$ cat config.mk
export PLATFORM = sky130hd
export DESIGN_NAME = ccbl_top
export DESIGN_NICKNAME = d
export VERILOG_FILES = /design/src/shared/ccbl_pkg.sv /design/src/logic/ccbl_sync.sv /design/src/logic/ccbl_blink.sv /design/src/logic/ccbl_top.sv
export SDC_FILE = /design/constraint.sdc
export NUM_CORES = 1
export LEC_CHECK = 0
export ABC_AREA = 1
export BUFFER_PORTS_ARGS = -buffer_cell sky130_fd_sc_hd__buf_2
export CORE_MARGIN = 2
export CORE_UTILIZATION = 65
export CTS_CLUSTER_SIZE = 10
export DETAILED_ROUTE_END_ITERATION = 8
export GPL_ROUTABILITY_DRIVEN = 0
export GPL_TIMING_DRIVEN = 0
export PLACE_DENSITY = 0.87
export SLEW_MARGIN = 20
export SYNTH_ARGS = -nofsm -noshare
export SYNTH_HDL_FRONTEND = slang
export SYNTH_HIERARCHICAL = 1
export SYNTH_SLANG_ARGS = --single-unit
$ cat constraint.sdc
create_clock -name mclk -period 8.7 [get_ports mclk]
set_input_delay 1.305 -clock mclk [delete_from_list [all_inputs] [get_ports mclk]]
set_output_delay 1.305 -clock mclk [all_outputs]
set_load 0.02 [all_outputs]
$ cat src/shared/ccbl_pkg.sv
// Constants and types for the charger configuration and indicator blink block
//
// Functional notes
// - Reset-pulse bit picks 1000 ms or 69 ms
// - Restart bit holds charger, restarts on clear
// - Timer enable bit gates both charge timers
// - Current field selects 100/75/50/32 percent
// - USB limit 100/500 mA, ignored without permission
// - USB permission bit allows USB charging
// - Charge enable; wall adapter preferred over USB
// - First indicator modes: charger, blink, off, on
// - Charger mode: conduct when any source valid
// - First on-time: 10 ms per step
// - First period: 100 ms per step
// - Second on-time: 10 ms per step
// - Second period: 100 ms per step
// - Second indicator modes: off, blink, off, on
package ccbl_pkg;

  // ----------------------------------------
  // Timing
  // ----------------------------------------
  localparam int unsigned CLK_MHZ = 125;
  localparam int unsigned TICK_US = 1000;
  localparam int unsigned TICK_CYCLES_DEF = CLK_MHZ * TICK_US;
  localparam int unsigned POR_LONG_MS = 1000;
  localparam int unsigned POR_SHORT_MS = 69;
  localparam int unsigned ON_STEP_MS = 10;
  localparam int unsigned PER_STEP_MS = 100;

  // ----------------------------------------
  // Register map and reset values
  // ----------------------------------------
  localparam logic [7:0] REG_CFG = 8'h07;
  localparam logic [7:0] REG_ON1 = 8'h08;
  localparam logic [7:0] REG_PER1 = 8'h09;
  localparam logic [7:0] REG_ON2 = 8'h0a;
  localparam logic [7:0] REG_PER2 = 8'h0b;
  localparam logic [7:0] RST_CFG = 8'h1b;
  localparam logic [7:0] RST_LED = 8'h00;
  localparam logic [7:0] RD_UNMAPPED = 8'h00;

  // ----------------------------------------
  // Field positions
  // ----------------------------------------
  localparam int unsigned CFG_POR = 7;
  localparam int unsigned CFG_CHG_RST = 6;
  localparam int unsigned CFG_TMR_EN = 5;
  localparam int unsigned CFG_CUR_HI = 4;
  localparam int unsigned CFG_CUR_LO = 3;
  localparam int unsigned CFG_USB_500 = 2;
  localparam int unsigned CFG_USB_OK = 1;
  localparam int unsigned CFG_CHG_EN = 0;
  localparam int unsigned MODE_BIT = 7;
  localparam int unsigned FIELD_MSB = 6;

  // ----------------------------------------
  // Encodings
  // ----------------------------------------
  localparam logic [1:0] MODE_CHARGER = 2'h0;
  localparam logic [1:0] MODE_BLINK = 2'h1;
  localparam logic [1:0] MODE_OFF = 2'h2;
  localparam logic [1:0] MODE_ON = 2'h3;
  localparam logic [1:0] CUR_FULL = 2'h3;
  localparam logic [1:0] CUR_75 = 2'h2;
  localparam logic [1:0] CUR_50 = 2'h1;
  localparam logic [6:0] PCT_FULL = 7'h64;
  localparam logic [6:0] PCT_75 = 7'h4b;
  localparam logic [6:0] PCT_50 = 7'h32;
  localparam logic [6:0] PCT_32 = 7'h20;

  // Serial slave states, Gray along the write path
  typedef enum logic [3:0] {
    ST_IDLE = 4'h0,
    ST_ADDR = 4'h1,
    ST_AACK = 4'h3,
    ST_PTR  = 4'h2,
    ST_PACK = 4'h6,
    ST_WDAT = 4'h7,
    ST_WACK = 4'h5,
    ST_RDAT = 4'h4,
    ST_RACK = 4'hc
  } ccbl_i2c_t;

endpackage

$ cat src/logic/ccbl_sync.sv
// Two-stage synchroniser for pin inputs
`timescale 1ns/1ps
module ccbl_sync
  import ccbl_pkg::*;
#(
  parameter int unsigned W = 1,
  parameter logic [W-1:0] RST_VAL = '1
) (
  // Clock and reset
  input wire logic mclk,
  input wire logic reset,
  // Data
  input wire logic [W-1:0] din,
  output logic [W-1:0] dout
);

  typedef struct packed {
    logic [W-1:0] ff1;
    logic [W-1:0] ff2;
  } ccbl_sync_t;

  ccbl_sync_t st_r;
  ccbl_sync_t st_nxt;

  always_comb begin
    st_nxt.ff1 = din;
    st_nxt.ff2 = st_r.ff1;
  end

  // Reset to each pin's idle level so no false edge or event follows reset
  always_ff @(posedge mclk) begin
    if (reset) begin
      st_r <= {RST_VAL, RST_VAL};
    end else begin
      st_r <= st_nxt;
    end
  end

  assign dout = st_r.ff2;

endmodule

$ cat src/logic/ccbl_blink.sv
// Blink generator: conducts for the on-time at the start of each period
`timescale 1ns/1ps
module ccbl_blink
  import ccbl_pkg::*;
(
  // Clock and reset
  input wire logic mclk,
  input wire logic reset,
  // Control
  input wire logic tick,
  input wire logic enable,
  input wire logic [6:0] on_field,
  input wire logic [6:0] per_field,
  // Result
  output logic conduct
);

  typedef struct packed {
    logic [13:0] cnt;
    logic conduct;
  } ccbl_blink_t;

  ccbl_blink_t st_r;
  ccbl_blink_t st_nxt;
  logic [13:0] on_lim;
  logic [13:0] per_lim;

  always_comb begin
    st_nxt = st_r;
    on_lim = 14'((int'(on_field) + 1) * ON_STEP_MS);
    per_lim = 14'((int'(per_field) + 1) * PER_STEP_MS);
    if (!enable) begin
      st_nxt.cnt = '0;
    end else if (tick) begin
      // Wrap also catches a period shortened below the running count
      if (st_r.cnt + 14'h1 >= per_lim) begin
        st_nxt.cnt = '0;
      end else begin
        st_nxt.cnt = st_r.cnt + 14'h1;
      end
    end
    st_nxt.conduct = enable && (st_r.cnt < on_lim);
  end

  always_ff @(posedge mclk) begin
    if (reset) begin
      st_r <= '0;
    end else begin
      st_r <= st_nxt;
    end
  end

  assign conduct = st_r.conduct;

endmodule

$ cat src/logic/ccbl_top.sv
// Charger configuration and indicator registers behind a serial slave
`timescale 1ns/1ps
module ccbl_top
  import ccbl_pkg::*;
#(
  parameter int unsigned TICK_CYCLES = TICK_CYCLES_DEF,
  parameter logic [6:0] DEV_ADDR = 7'h48
) (
  // Clock and reset
  input wire logic mclk,
  input wire logic reset,
  // Serial interface, open drain
  input wire logic scl_in,
  input wire logic sda_in,
  output logic sda_out,
  output logic sda_oe,
  // Source detection pins
  input wire logic usb_valid,
  input wire logic ac_valid,
  // Power-on reset pulse
  input wire logic por_request,
  output logic reset_pulse_n,
  // Charger control
  output logic charger_hold_reset,
  output logic charger_restart,
  output logic charge_timers_enable,
  output logic [6:0] charge_current_pct,
  output logic charge_from_ac,
  output logic charge_from_usb,
  output logic usb_limit_500ma,
  // First indicator, open drain
  input wire logic first_indicator_output_in,
  output logic first_indicator_output_out,
  output logic first_indicator_output_oe,
  // Second indicator, open drain
  input wire logic second_indicator_output_in,
  output logic second_indicator_output_out,
  output logic second_indicator_output_oe
);

  localparam int unsigned TW = $clog2(TICK_CYCLES);

  typedef struct packed {
    logic [7:0] cfg;
    logic [7:0] on1;
    logic [7:0] per1;
    logic [7:0] on2;
    logic [7:0] per2;
    ccbl_i2c_t st;
    logic [2:0] cnt;
    logic full;
    logic [7:0] sh;
    logic [7:0] ptr;
    logic rw;
    logic nack;
    logic scl_d;
    logic sda_d;
    logic sda_oe;
    logic od_lvl;
    logic [TW-1:0] tick_cnt;
    logic tick;
    logic [9:0] por_cnt;
    logic por_n;
    logic chg_hold;
    logic chg_restart;
    logic tmr_en;
    logic [6:0] pct;
    logic from_ac;
    logic from_usb;
    logic usb_500;
    logic ind1;
    logic ind2;
  } ccbl_state_t;

  ccbl_state_t st_r;
  ccbl_state_t st_nxt;
  logic [3:0] pins_s;
  logic scl_s;
  logic sda_s;
  logic usb_s;
  logic ac_s;
  logic [1:0][7:0] ch_on;
  logic [1:0][7:0] ch_per;
  logic [1:0][1:0] ch_mode;
  logic [1:0] blink_c;
  logic [7:0] rd_byte;
  logic scl_rise;
  logic scl_fall;
  logic start_c;
  logic stop_c;
  logic [9:0] por_lim;

  // ----------------------------------------
  // Pin synchronisers and blink generators
  // ----------------------------------------
  // Bus pins reset idle high, source pins reset absent: no charging path opens at reset
  ccbl_sync #(.W(4), .RST_VAL(4'hc)) u_sync (
    .mclk(mclk),
    .reset(reset),
    .din({scl_in, sda_in, usb_valid, ac_valid}),
    .dout(pins_s)
  );

  assign scl_s = pins_s[3];
  assign sda_s = pins_s[2];
  assign usb_s = pins_s[1];
  assign ac_s = pins_s[0];
  assign ch_on = {st_r.on2, st_r.on1};
  assign ch_per = {st_r.per2, st_r.per1};

  for (genvar g = 0; g < 2; g++) begin : g_blink
    assign ch_mode[g] = {ch_on[g][MODE_BIT], ch_per[g][MODE_BIT]};
    ccbl_blink u_blink (
      .mclk(mclk),
      .reset(reset),
      .tick(st_r.tick),
      .enable(ch_mode[g] == MODE_BLINK),
      .on_field(ch_on[g][FIELD_MSB:0]),
      .per_field(ch_per[g][FIELD_MSB:0]),
      .conduct(blink_c[g])
    );
  end

  // ----------------------------------------
  // Bus events and read mux
  // ----------------------------------------
  assign scl_rise = scl_s && !st_r.scl_d;
  assign scl_fall = !scl_s && st_r.scl_d;
  assign start_c = scl_s && st_r.scl_d && st_r.sda_d && !sda_s;
  assign stop_c = scl_s && st_r.scl_d && !st_r.sda_d && sda_s;

  always_comb begin
    case (st_r.ptr)
      REG_CFG: rd_byte = st_r.cfg;
      REG_ON1: rd_byte = st_r.on1;
      REG_PER1: rd_byte = st_r.per1;
      REG_ON2: rd_byte = st_r.on2;
      REG_PER2: rd_byte = st_r.per2;
      default: rd_byte = RD_UNMAPPED;
    endcase
  end

  assign por_lim = st_r.cfg[CFG_POR] ? 10'(POR_SHORT_MS) : 10'(POR_LONG_MS);

  // ----------------------------------------
  // Next state
  // ----------------------------------------
  always_comb begin
    st_nxt = st_r;
    st_nxt.scl_d = scl_s;
    st_nxt.sda_d = sda_s;
    st_nxt.tick = 1'b0;
    if (st_r.tick_cnt == TW'(TICK_CYCLES - 1)) begin
      st_nxt.tick_cnt = '0;
      st_nxt.tick = 1'b1;
    end else begin
      st_nxt.tick_cnt = st_r.tick_cnt + 1'b1;
    end

    // Serial slave; data is sampled on SCL rise and driven on SCL fall
    if (start_c) begin
      st_nxt.st = ST_ADDR;
      st_nxt.cnt = '0;
      st_nxt.full = 1'b0;
      st_nxt.sda_oe = 1'b0;
    end else if (stop_c) begin
      st_nxt.st = ST_IDLE;
      st_nxt.sda_oe = 1'b0;
    end else begin
      unique case (st_r.st)
        ST_IDLE: begin
          st_nxt.sda_oe = 1'b0;
        end
        ST_ADDR, ST_PTR, ST_WDAT: begin
          if (scl_rise) begin
            st_nxt.sh = {st_r.sh[6:0], sda_s};
            st_nxt.cnt = st_r.cnt + 3'h1;
            st_nxt.full = (st_r.cnt == 3'h7);
          end else if (scl_fall && st_r.full) begin
            st_nxt.full = 1'b0;
            st_nxt.sda_oe = 1'b1;
            if (st_r.st == ST_ADDR) begin
              // Foreign address: stay silent until the next start
              if (st_r.sh[7:1] == DEV_ADDR) begin
                st_nxt.rw = st_r.sh[0];
                st_nxt.st = ST_AACK;
              end else begin
                st_nxt.sda_oe = 1'b0;
                st_nxt.st = ST_IDLE;
              end
            end else if (st_r.st == ST_PTR) begin
              st_nxt.ptr = st_r.sh;
              st_nxt.st = ST_PACK;
            end else begin
              // restart bit is only cleared by a host write
              case (st_r.ptr)
                REG_CFG: st_nxt.cfg = st_r.sh;
                REG_ON1: st_nxt.on1 = st_r.sh;
                REG_PER1: st_nxt.per1 = st_r.sh;
                REG_ON2: st_nxt.on2 = st_r.sh;
                REG_PER2: st_nxt.per2 = st_r.sh;
                default: st_nxt.cfg = st_r.cfg;
              endcase
              st_nxt.ptr = st_r.ptr + 8'h01;
              st_nxt.st = ST_WACK;
            end
          end
        end
        ST_AACK, ST_RACK: begin
          if (scl_rise && st_r.st == ST_RACK) begin
            st_nxt.nack = sda_s;
          end else if (scl_fall) begin
            st_nxt.cnt = '0;
            st_nxt.sda_oe = 1'b0;
            if (st_r.st == ST_AACK && !st_r.rw) begin
              st_nxt.st = ST_PTR;
            end else if (st_r.st == ST_RACK && st_r.nack) begin
              st_nxt.st = ST_IDLE;
            end else begin
              st_nxt.sh = rd_byte;
              st_nxt.sda_oe = !rd_byte[7];
              st_nxt.ptr = st_r.ptr + 8'h01;
              st_nxt.st = ST_RDAT;
            end
          end
        end
        ST_PACK, ST_WACK: begin
          if (scl_fall) begin
            st_nxt.sda_oe = 1'b0;
            st_nxt.cnt = '0;
            st_nxt.st = ST_WDAT;
          end
        end
        ST_RDAT: begin
          if (scl_rise) begin
            st_nxt.cnt = st_r.cnt + 3'h1;
            st_nxt.full = (st_r.cnt == 3'h7);
          end else if (scl_fall) begin
            if (st_r.full) begin
              st_nxt.full = 1'b0;
              st_nxt.sda_oe = 1'b0;
              st_nxt.nack = 1'b0;
              st_nxt.st = ST_RACK;
            end else begin
              st_nxt.sh = {st_r.sh[6:0], 1'b0};
              st_nxt.sda_oe = !st_r.sh[6];
            end
          end
        end
        default: begin
          st_nxt.sda_oe = 1'b0;
          st_nxt.st = ST_IDLE;
        end
      endcase
    end

    if (por_request) begin
      st_nxt.por_n = 1'b0;
      st_nxt.por_cnt = '0;
    end else if (!st_r.por_n && st_r.tick) begin
      if (st_r.por_cnt + 10'h1 >= por_lim) begin
        st_nxt.por_n = 1'b1;
      end else begin
        st_nxt.por_cnt = st_r.por_cnt + 10'h1;
      end
    end

    st_nxt.chg_hold = st_r.cfg[CFG_CHG_RST];
    st_nxt.chg_restart = st_r.chg_hold && !st_r.cfg[CFG_CHG_RST];
    // timers gated, and cleared while held
    st_nxt.tmr_en = st_r.cfg[CFG_TMR_EN] && !st_r.cfg[CFG_CHG_RST];
    case ({st_r.cfg[CFG_CUR_HI], st_r.cfg[CFG_CUR_LO]})
      CUR_FULL: st_nxt.pct = PCT_FULL;
      CUR_75: st_nxt.pct = PCT_75;
      CUR_50: st_nxt.pct = PCT_50;
      default: st_nxt.pct = PCT_32;
    endcase
    st_nxt.from_ac = st_r.cfg[CFG_CHG_EN] && !st_r.cfg[CFG_CHG_RST] && ac_s;
    st_nxt.from_usb = st_r.cfg[CFG_CHG_EN] && !st_r.cfg[CFG_CHG_RST] &&
                      st_r.cfg[CFG_USB_OK] && usb_s && !ac_s;
    st_nxt.usb_500 = st_r.cfg[CFG_USB_OK] && st_r.cfg[CFG_USB_500];

    unique case (ch_mode[0])
      // conduct when a source is valid
      MODE_CHARGER: st_nxt.ind1 = usb_s || ac_s;
      MODE_BLINK: st_nxt.ind1 = blink_c[0];
      MODE_OFF: st_nxt.ind1 = 1'b0;
      MODE_ON: st_nxt.ind1 = 1'b1;
    endcase
    unique case (ch_mode[1])
      MODE_BLINK: st_nxt.ind2 = blink_c[1];
      MODE_ON: st_nxt.ind2 = 1'b1;
      MODE_CHARGER, MODE_OFF: st_nxt.ind2 = 1'b0;
    endcase
  end

  // ----------------------------------------
  // State register
  // ----------------------------------------
  always_ff @(posedge mclk) begin
    if (reset) begin
      st_r <= '0;
      st_r.cfg <= RST_CFG;
      st_r.on1 <= RST_LED;
      st_r.per1 <= RST_LED;
      st_r.on2 <= RST_LED;
      st_r.per2 <= RST_LED;
      st_r.st <= ST_IDLE;
      st_r.scl_d <= 1'b1;
      st_r.sda_d <= 1'b1;
      st_r.pct <= PCT_FULL;
    end else begin
      st_r <= st_nxt;
    end
  end

  // ----------------------------------------
  // Outputs
  // ----------------------------------------
  assign sda_out = st_r.od_lvl;
  assign sda_oe = st_r.sda_oe;
  assign reset_pulse_n = st_r.por_n;
  assign charger_hold_reset = st_r.chg_hold;
  assign charger_restart = st_r.chg_restart;
  assign charge_timers_enable = st_r.tmr_en;
  assign charge_current_pct = st_r.pct;
  assign charge_from_ac = st_r.from_ac;
  assign charge_from_usb = st_r.from_usb;
  assign usb_limit_500ma = st_r.usb_500;
  assign first_indicator_output_out = st_r.od_lvl;
  assign first_indicator_output_oe = st_r.ind1;
  assign second_indicator_output_out = st_r.od_lvl;
  assign second_indicator_output_oe = st_r.ind2;

endmodule

Yosys cells after proc, flatten, opt, wreduce, memory -nomap -nowiden
Index checks and enable logic that the tools add are counted.
- flip-flop bits (word level): 151
- input bits: 9
- output and inout port bits: 20
- word-level logic and storage cells: 248
- add/subtract/negate cells: 10
- $mul: 4
- magnitude comparators: 5
- equality and inequality tests: 51
- muxes and demuxes: 66
- bitwise gates (word level): 9
- reduce and logical (&&, ||, !) cells: 68
- operators with widths (cell ; number):
    $mul 32x3->13 const B ; 2
    $mul 32x5->12 const B ; 2
    $mux 16 ; 4
    $mux 8 ; 5
    $pmux 8 s5 ; 1
    $reduce_and 8->1 ; 5
    $add 7x1->8 const B ; 4
    $eq 8x4->1 const B ; 4
    $ne 4x4->1 const B ; 8
    $add 14x1->14 const B ; 2
    $ge 14x14->1 ; 2
    $lt 14x14->1 ; 2
    $mux 14 ; 2
    $mux 4 ; 7
    $ne 2x2->1 const B ; 14
    $mux 9 ; 3
    $mux 1 ; 24
    $pmux 8 s3 ; 1
    $logic_and 1x1->1 ; 22
    $mux 22 ; 1
    $mux 7 ; 3
    $pmux 7 s3 ; 1
    $reduce_and 7->1 ; 3
    $pmux 4 s5 ; 1
    other kinds (42) ; 90

Logic depth before layout (Yosys ltp)
- depth in word-level cells: 9
- depth in mapped cells: 27
- gate-level depth less buffers: 25

Cells and area by module
Netlist, hierarchy kept.
- by module, submodules not included (module ; instances ; cells each ; area an instance (um^2) ; sequential area each (um^2)):
    ccbl_top ; 1 ; 839 ; 5890.6 ; 2242.2
    ccbl_blink at g_blink[1].u_blink ; 1 ; 385 ; 2727.6 ; 300.3
    ccbl_blink at g_blink[0].u_blink ; 1 ; 389 ; 2653.8 ; 300.3
    ccbl_sync ; 1 ; 25 ; 224.0 ; 160.2

Least setup slack after synthesis
OpenSTA, ideal clock, no wires.
- path type: register to register
- from: register st_r (netlist bit ch_per[0])
- to: register g_blink[0].u_blink/st_r[12] in the netlist's numbering
- library setup time: 0.132 ns
- arrival: 4.126 ns
- data required time: 8.568 ns
- slack: 4.442 ns
- stages on the path, launching flop included: 26
- buffers on the path: 2
- clock period less this slack: 4.258 ns
- cell sequence: dfxtp_1 > clkbuf_1 > nand3_1 > nor2_1 > inv_1 > nand2_1 > inv_1 > ha_1 > ha_1 > inv_1 > fa_1 > inv_1 > ha_1 > nand2_1 > o21ai_0 > a21oi_1 > nor2_1 > nor2_1 > xor2_1 > ha_1 > nand2_1 > nor4_1 > nand2_2 > clkbuf_8 > nand3_1 > a21oi_1
- word-level cells in the longest chain between the ends: 4
- RTL lines (what ; RTL line ; RTL):
    start: declaration ; ccbl_top.sv:75 ; ccbl_state_t st_r;
    start signal: assignment ; ccbl_top.sv:313 ; st_r <= st_nxt;
    $add 7x1->8 ; ccbl_blink.sv:31 ; per_lim = 14'((int'(per_field) + 1) * PER_STEP_MS);
    $mul 32x5->12 ; ccbl_blink.sv:31 ;
    $ge 14x14->1 ; ccbl_blink.sv:36 ; if (st_r.cnt + 14'h1 >= per_lim) begin
    $mux 14 ; ccbl_blink.sv:36 ;
    end signal: assignment ; ccbl_blink.sv:49 ; st_r <= st_nxt;
    end: declaration ; ccbl_blink.sv:23 ; ccbl_blink_t st_r;
Every way passes these cells.
A chain may end at the register's enable or synchronous reset.

Worst setup path in the final report
- from: register st_r (netlist bit ch_per[0])
- to: register g_blink[0].u_blink/st_r[3] in the netlist's numbering
Same word-level chain as after synthesis.

==> results.tsv <==
stage	metric	value	unit
sta	max_slew.worst_pin.slew	749.0	ps
synthesis	synthTopCellsByArea	sky130_fd_sc_hd__dfxtp_1 (26%), sky130_fd_sc_hd__ha_1 (15%), sky130_fd_sc_hd__nand2_1 (10%)	
worst_setup_path	crit_path_max_incr_delay	500	ps
drt	first_pass_iters	6	
clock_network	postCtsHoldBufs	0	
synthesis	synth_top_flop_cell	sky130_fd_sc_hd__dfxtp_1	
sta	final_setup_skew	11.89	ps
synthesis	synthesis.area	11500	µm²
global_routing	gr-total-overflow	0	
clock_network	cts.sinks	150	
sta	final.period_utilization	55.36	%
global_routing	grt_pass1_wl	44.66	mm
placement	preCtsSetupSlack	3937	ps
synthesis	synth_simple_gate_area_share	30.78	%
pwr	power_per_cell_area	158.4	nW/µm²
worst_setup_path	reg2regPathDepth	25	
synthesis	synth_seq_area_share	26.12	%
clock_network	clk_path_buf_depth	2	
global_routing	largest_net_degree_at_the_start_of_global_routing	17	
sta	max_slew_margin	50.07	%
drt	detail_route.vias_per_cell	5.626	
clock_network	post-cts-setup-buffers	0	
floorplan	overall_die_height	137.0	µm
clock_network	cts_tree	built	
drt	ant_nets	0	
synthesis	synth_compound_gate_area_share	11.54	%
worst_setup_path	critical_path_required	9000	ps
global_routing	groute.usage.overall	29.32	%
clock_network	clockRootBuffer	sky130_fd_sc_hd__clkbuf_16	
final_layout	num-nets-final	1839	
synthesis	post_synth_edffs	0	
worst_setup_path	cp.arrival	5110	ps
worst_setup_path	reg2reg_setup_slack	3880	ps
flow_run	cap_violations	0	
synthesis	combinational_family_with_the_most_area_after_synthesis	simple AND/OR/NAND/NOR gates	
placement	number_of_input_and_output_port_buffers_inserted	23	
worst_setup_path	timing.critical_path.fanout_max	10	
sta	rsz0062_at_grt	no	
floorplan	rows	48	
synthesis	yosys.cell_types.count	52	
synthesis	portion_of_netlist_area_occupied_by_mux_cells	0	%
sta	tns	0	ps
clock_network	cts_max_level	4	
floorplan	io-pin-count	29	
drt	wl_met3	1.924	mm
clock_network	cts.repair.resized	0	
final_layout	layout.filler_cells	1383	
final_layout	finalInstanceArea	12480	µm²
floorplan	die-area	18770	µm²
synthesis	register_bit_count_reported_by_yosys	150	
synthesis	postSynthCellCount	1638	
hold_path	hold-path-cell-count	2	
run_status	status	finished, final reports clean	
clock_network	insertion_delay	440	ps
final_layout	post_route_cells_drive_above_1_share	9.735	%
drt	drt-wirelength-per-cell	14.14	µm
sta	worst_slack	3883	ps
drt	post_detailed_route_drc_marker_count	0	
hold_path	min-delay-start	u_sync/st_nxt[3]$_SDFF_PP1_	
sta	clock.fmax	207.6	MHz
global_routing	grt_pass1_vias	9971	
synthesis	synth-adder-area-share	16.63	%
clock_network	path_clk_slew	70	ps
worst_setup_path	crit_path_top_delay_cell	sky130_fd_sc_hd__fa_1	
sta	final.min_clock_period	4817	ps
synthesis	synth_largest_area_cell	sky130_fd_sc_hd__dfxtp_1	
worst_setup_path	criticalPathCategory	reg -> reg	
drt	wl	27.16	mm
floorplan	initial_utilization	66.46	%
placement	detailedPlacementHpwl	20.21	mm
synthesis	ys_async_rst_share	0	%
drt	dr_total_vias	10800	
sta	final_hold_viol_count	0	
synthesis	yosysWarningCount	6	
drt	drt-initial-drc-count	866	
global_routing	antenna_violations_before_repair	0	
sta	setup-violations-final	0	
final_layout	layout.area.seq	3003	µm²
floorplan	coreArea	17300	µm²
hold_path	worst_hold_path_type	reg -> reg	
hold_path	hold-path-endpoint	u_sync/dout[3]$_SDFF_PP1_	
drt	top_routing_layer_in_use	met4	
drt	met2WireLength	12.78	mm
placement	dpl-instance-area	11900	µm²
drt	sum_of_routed_wire_segments_on_met1	11.55	mm
final_layout	multiInputGateArea	7348	µm²
worst_setup_path	r2r_end	g_blink[0].u_blink/st_r[3]$_SDFFE_PP0P_	
final_layout	antenna_fix_cells	0	
sta	finalMaxSlewViolations	0	
worst_setup_path	r2r-start	ch_per[0]$_SDFFE_PP0P_	
worst_setup_path	endpoint_kind	flop	
final_layout	area_added_between_synthesis_and_finish	8.533	%
worst_setup_path	startpoint_type	flop	
pwr	leakage	6.140	nW
synthesis	synth_xor_xnor_area_share	4.876	%
synthesis	synth_largest_type_area_fraction	26.12	%
sta	final_worst_hold_slack	409.5	ps
clock_network	cts_inserted_buffers	17	
floorplan	die_width	137.0	µm
pwr	ir_drop	0.1632	mV
synthesis	avgSynthCellArea	7.018	µm²
[flip-flops by register name, summed over array words and instances, names as in the netlist, 2 cells and up]
name / flops
st_r: 63
g_blink.u_blink/st_r: 28
ch_on: 14
ch_per: 14
charge_current_pct: 6
ch_mode: 4
u_sync/dout: 4
u_sync/st_nxt: 4
g_blink.u_blink/conduct: 2
[final cells by class]
| cell class | instances | area share, % |
|---|---|---|
| Clock buffer | 18 | 3.520 |
| Multi-Input combinational cell | 1215 | 58.89 |
| Timing Repair Buffer | 23 | 0.9226 |
| Sequential cell | 150 | 24.07 |
| Tap cell | 225 | 2.256 |
| Inverter | 231 | 6.969 |
| Clock inverter | 14 | 1.103 |
| Buffer | 44 | 2.266 |
[worst max path at each step]
stage	start	end	depth (start not counted)
6_report	ch_per[0]$_SDFFE_PP0P_	g_blink[0].u_blink/st_r[3]$_SDFFE_PP0P_	25
3_3_place_gp	ch_per[0]$_SDFFE_PP0P_	g_blink[0].u_blink/st_r[3]$_SDFFE_PP0P_	25
5_1_grt	ch_per[9]$_SDFFE_PP0P_	g_blink[1].u_blink/st_r[5]$_SDFFE_PP0P_	24
2_1_floorplan	ch_per[0]$_SDFFE_PP0P_	g_blink[0].u_blink/st_r[12]$_SDFFE_PP0P_	25
3_5_place_dp	ch_per[9]$_SDFFE_PP0P_	g_blink[1].u_blink/st_r[5]$_SDFFE_PP0P_	23
4_1_cts	ch_per[0]$_SDFFE_PP0P_	g_blink[0].u_blink/st_r[3]$_SDFFE_PP0P_	25
[cells by family after synthesis]
family | after synthesis
other cells | 1
fa+ha+maj | 148
compound gates | 241
buf+inv | 275
simple gates | 759
flops | 150
xor+xnor | 64
[critical path: cells and delay by family (launching register included)]
kind | cells | cell delay (ps)
xor gates and xnor gates | 1 | 140
and+or+nand+nor | 10 | 1250
adders and majority gates | 5 | 1680
AOI/OAI and AO/OA | 3 | 450
DFF | 1 | 400
buffers and inverters | 6 | 740
[metrics by stage]
stage / power (mW) / instances / util, %
2_1_floorplan: 1.125 / 1640 / -
3_3_place_gp: 1.224 / 1888 / 68.80
3_5_place_dp: 1.230 / 1888 / 68.80
4_1_cts: 1.963 / 1920 / 72.14
5_1_grt: 2.061 / 1920 / 72.14
6_report: 1.976 / 1920 / 72.14
[metal layers]
metal / up-vias / GRT usage, %
li1: 5438 / -
met1: 4879 / 36.83
met2: 397 / 48.95
met3: 87 / 5.222
met4: 0 / 13.17
met5: - / 0
[synthesized netlist by cell type (all sizes together), types with 15 or more instances]
library cell,number
nand2,338
nand3,107
ha,140
inv,228
xnor2,15
buf,24
nand4,41
xor2,49
o21ai,75
nor3,41
dfxtp,150
clkbuf,20
a21oi,139
nor2,207
[where the power goes]
group	switching (mW)	total, mW	leakage [nW]	internal [mW]
clock	0.322	0.731	0.278	0.409
sequential	0.0412	0.765	1.21	0.724
combinational	0.339	0.480	4.65	0.141
[layout by cell type, fill, tap and decap left out, drive strengths merged, types with 47 or more instances in the layout]
master / netlist / routed
a21oi: 139 / 139
inv: 228 / 236
dfxtp: 150 / 150
nand2: 338 / 338
o21ai: 75 / 75
buf: 24 / 47
nand3: 107 / 107
ha: 140 / 140
nor2: 207 / 207
xor2: 49 / 49
No activity file was read; power rests on OpenSTA's default activity.
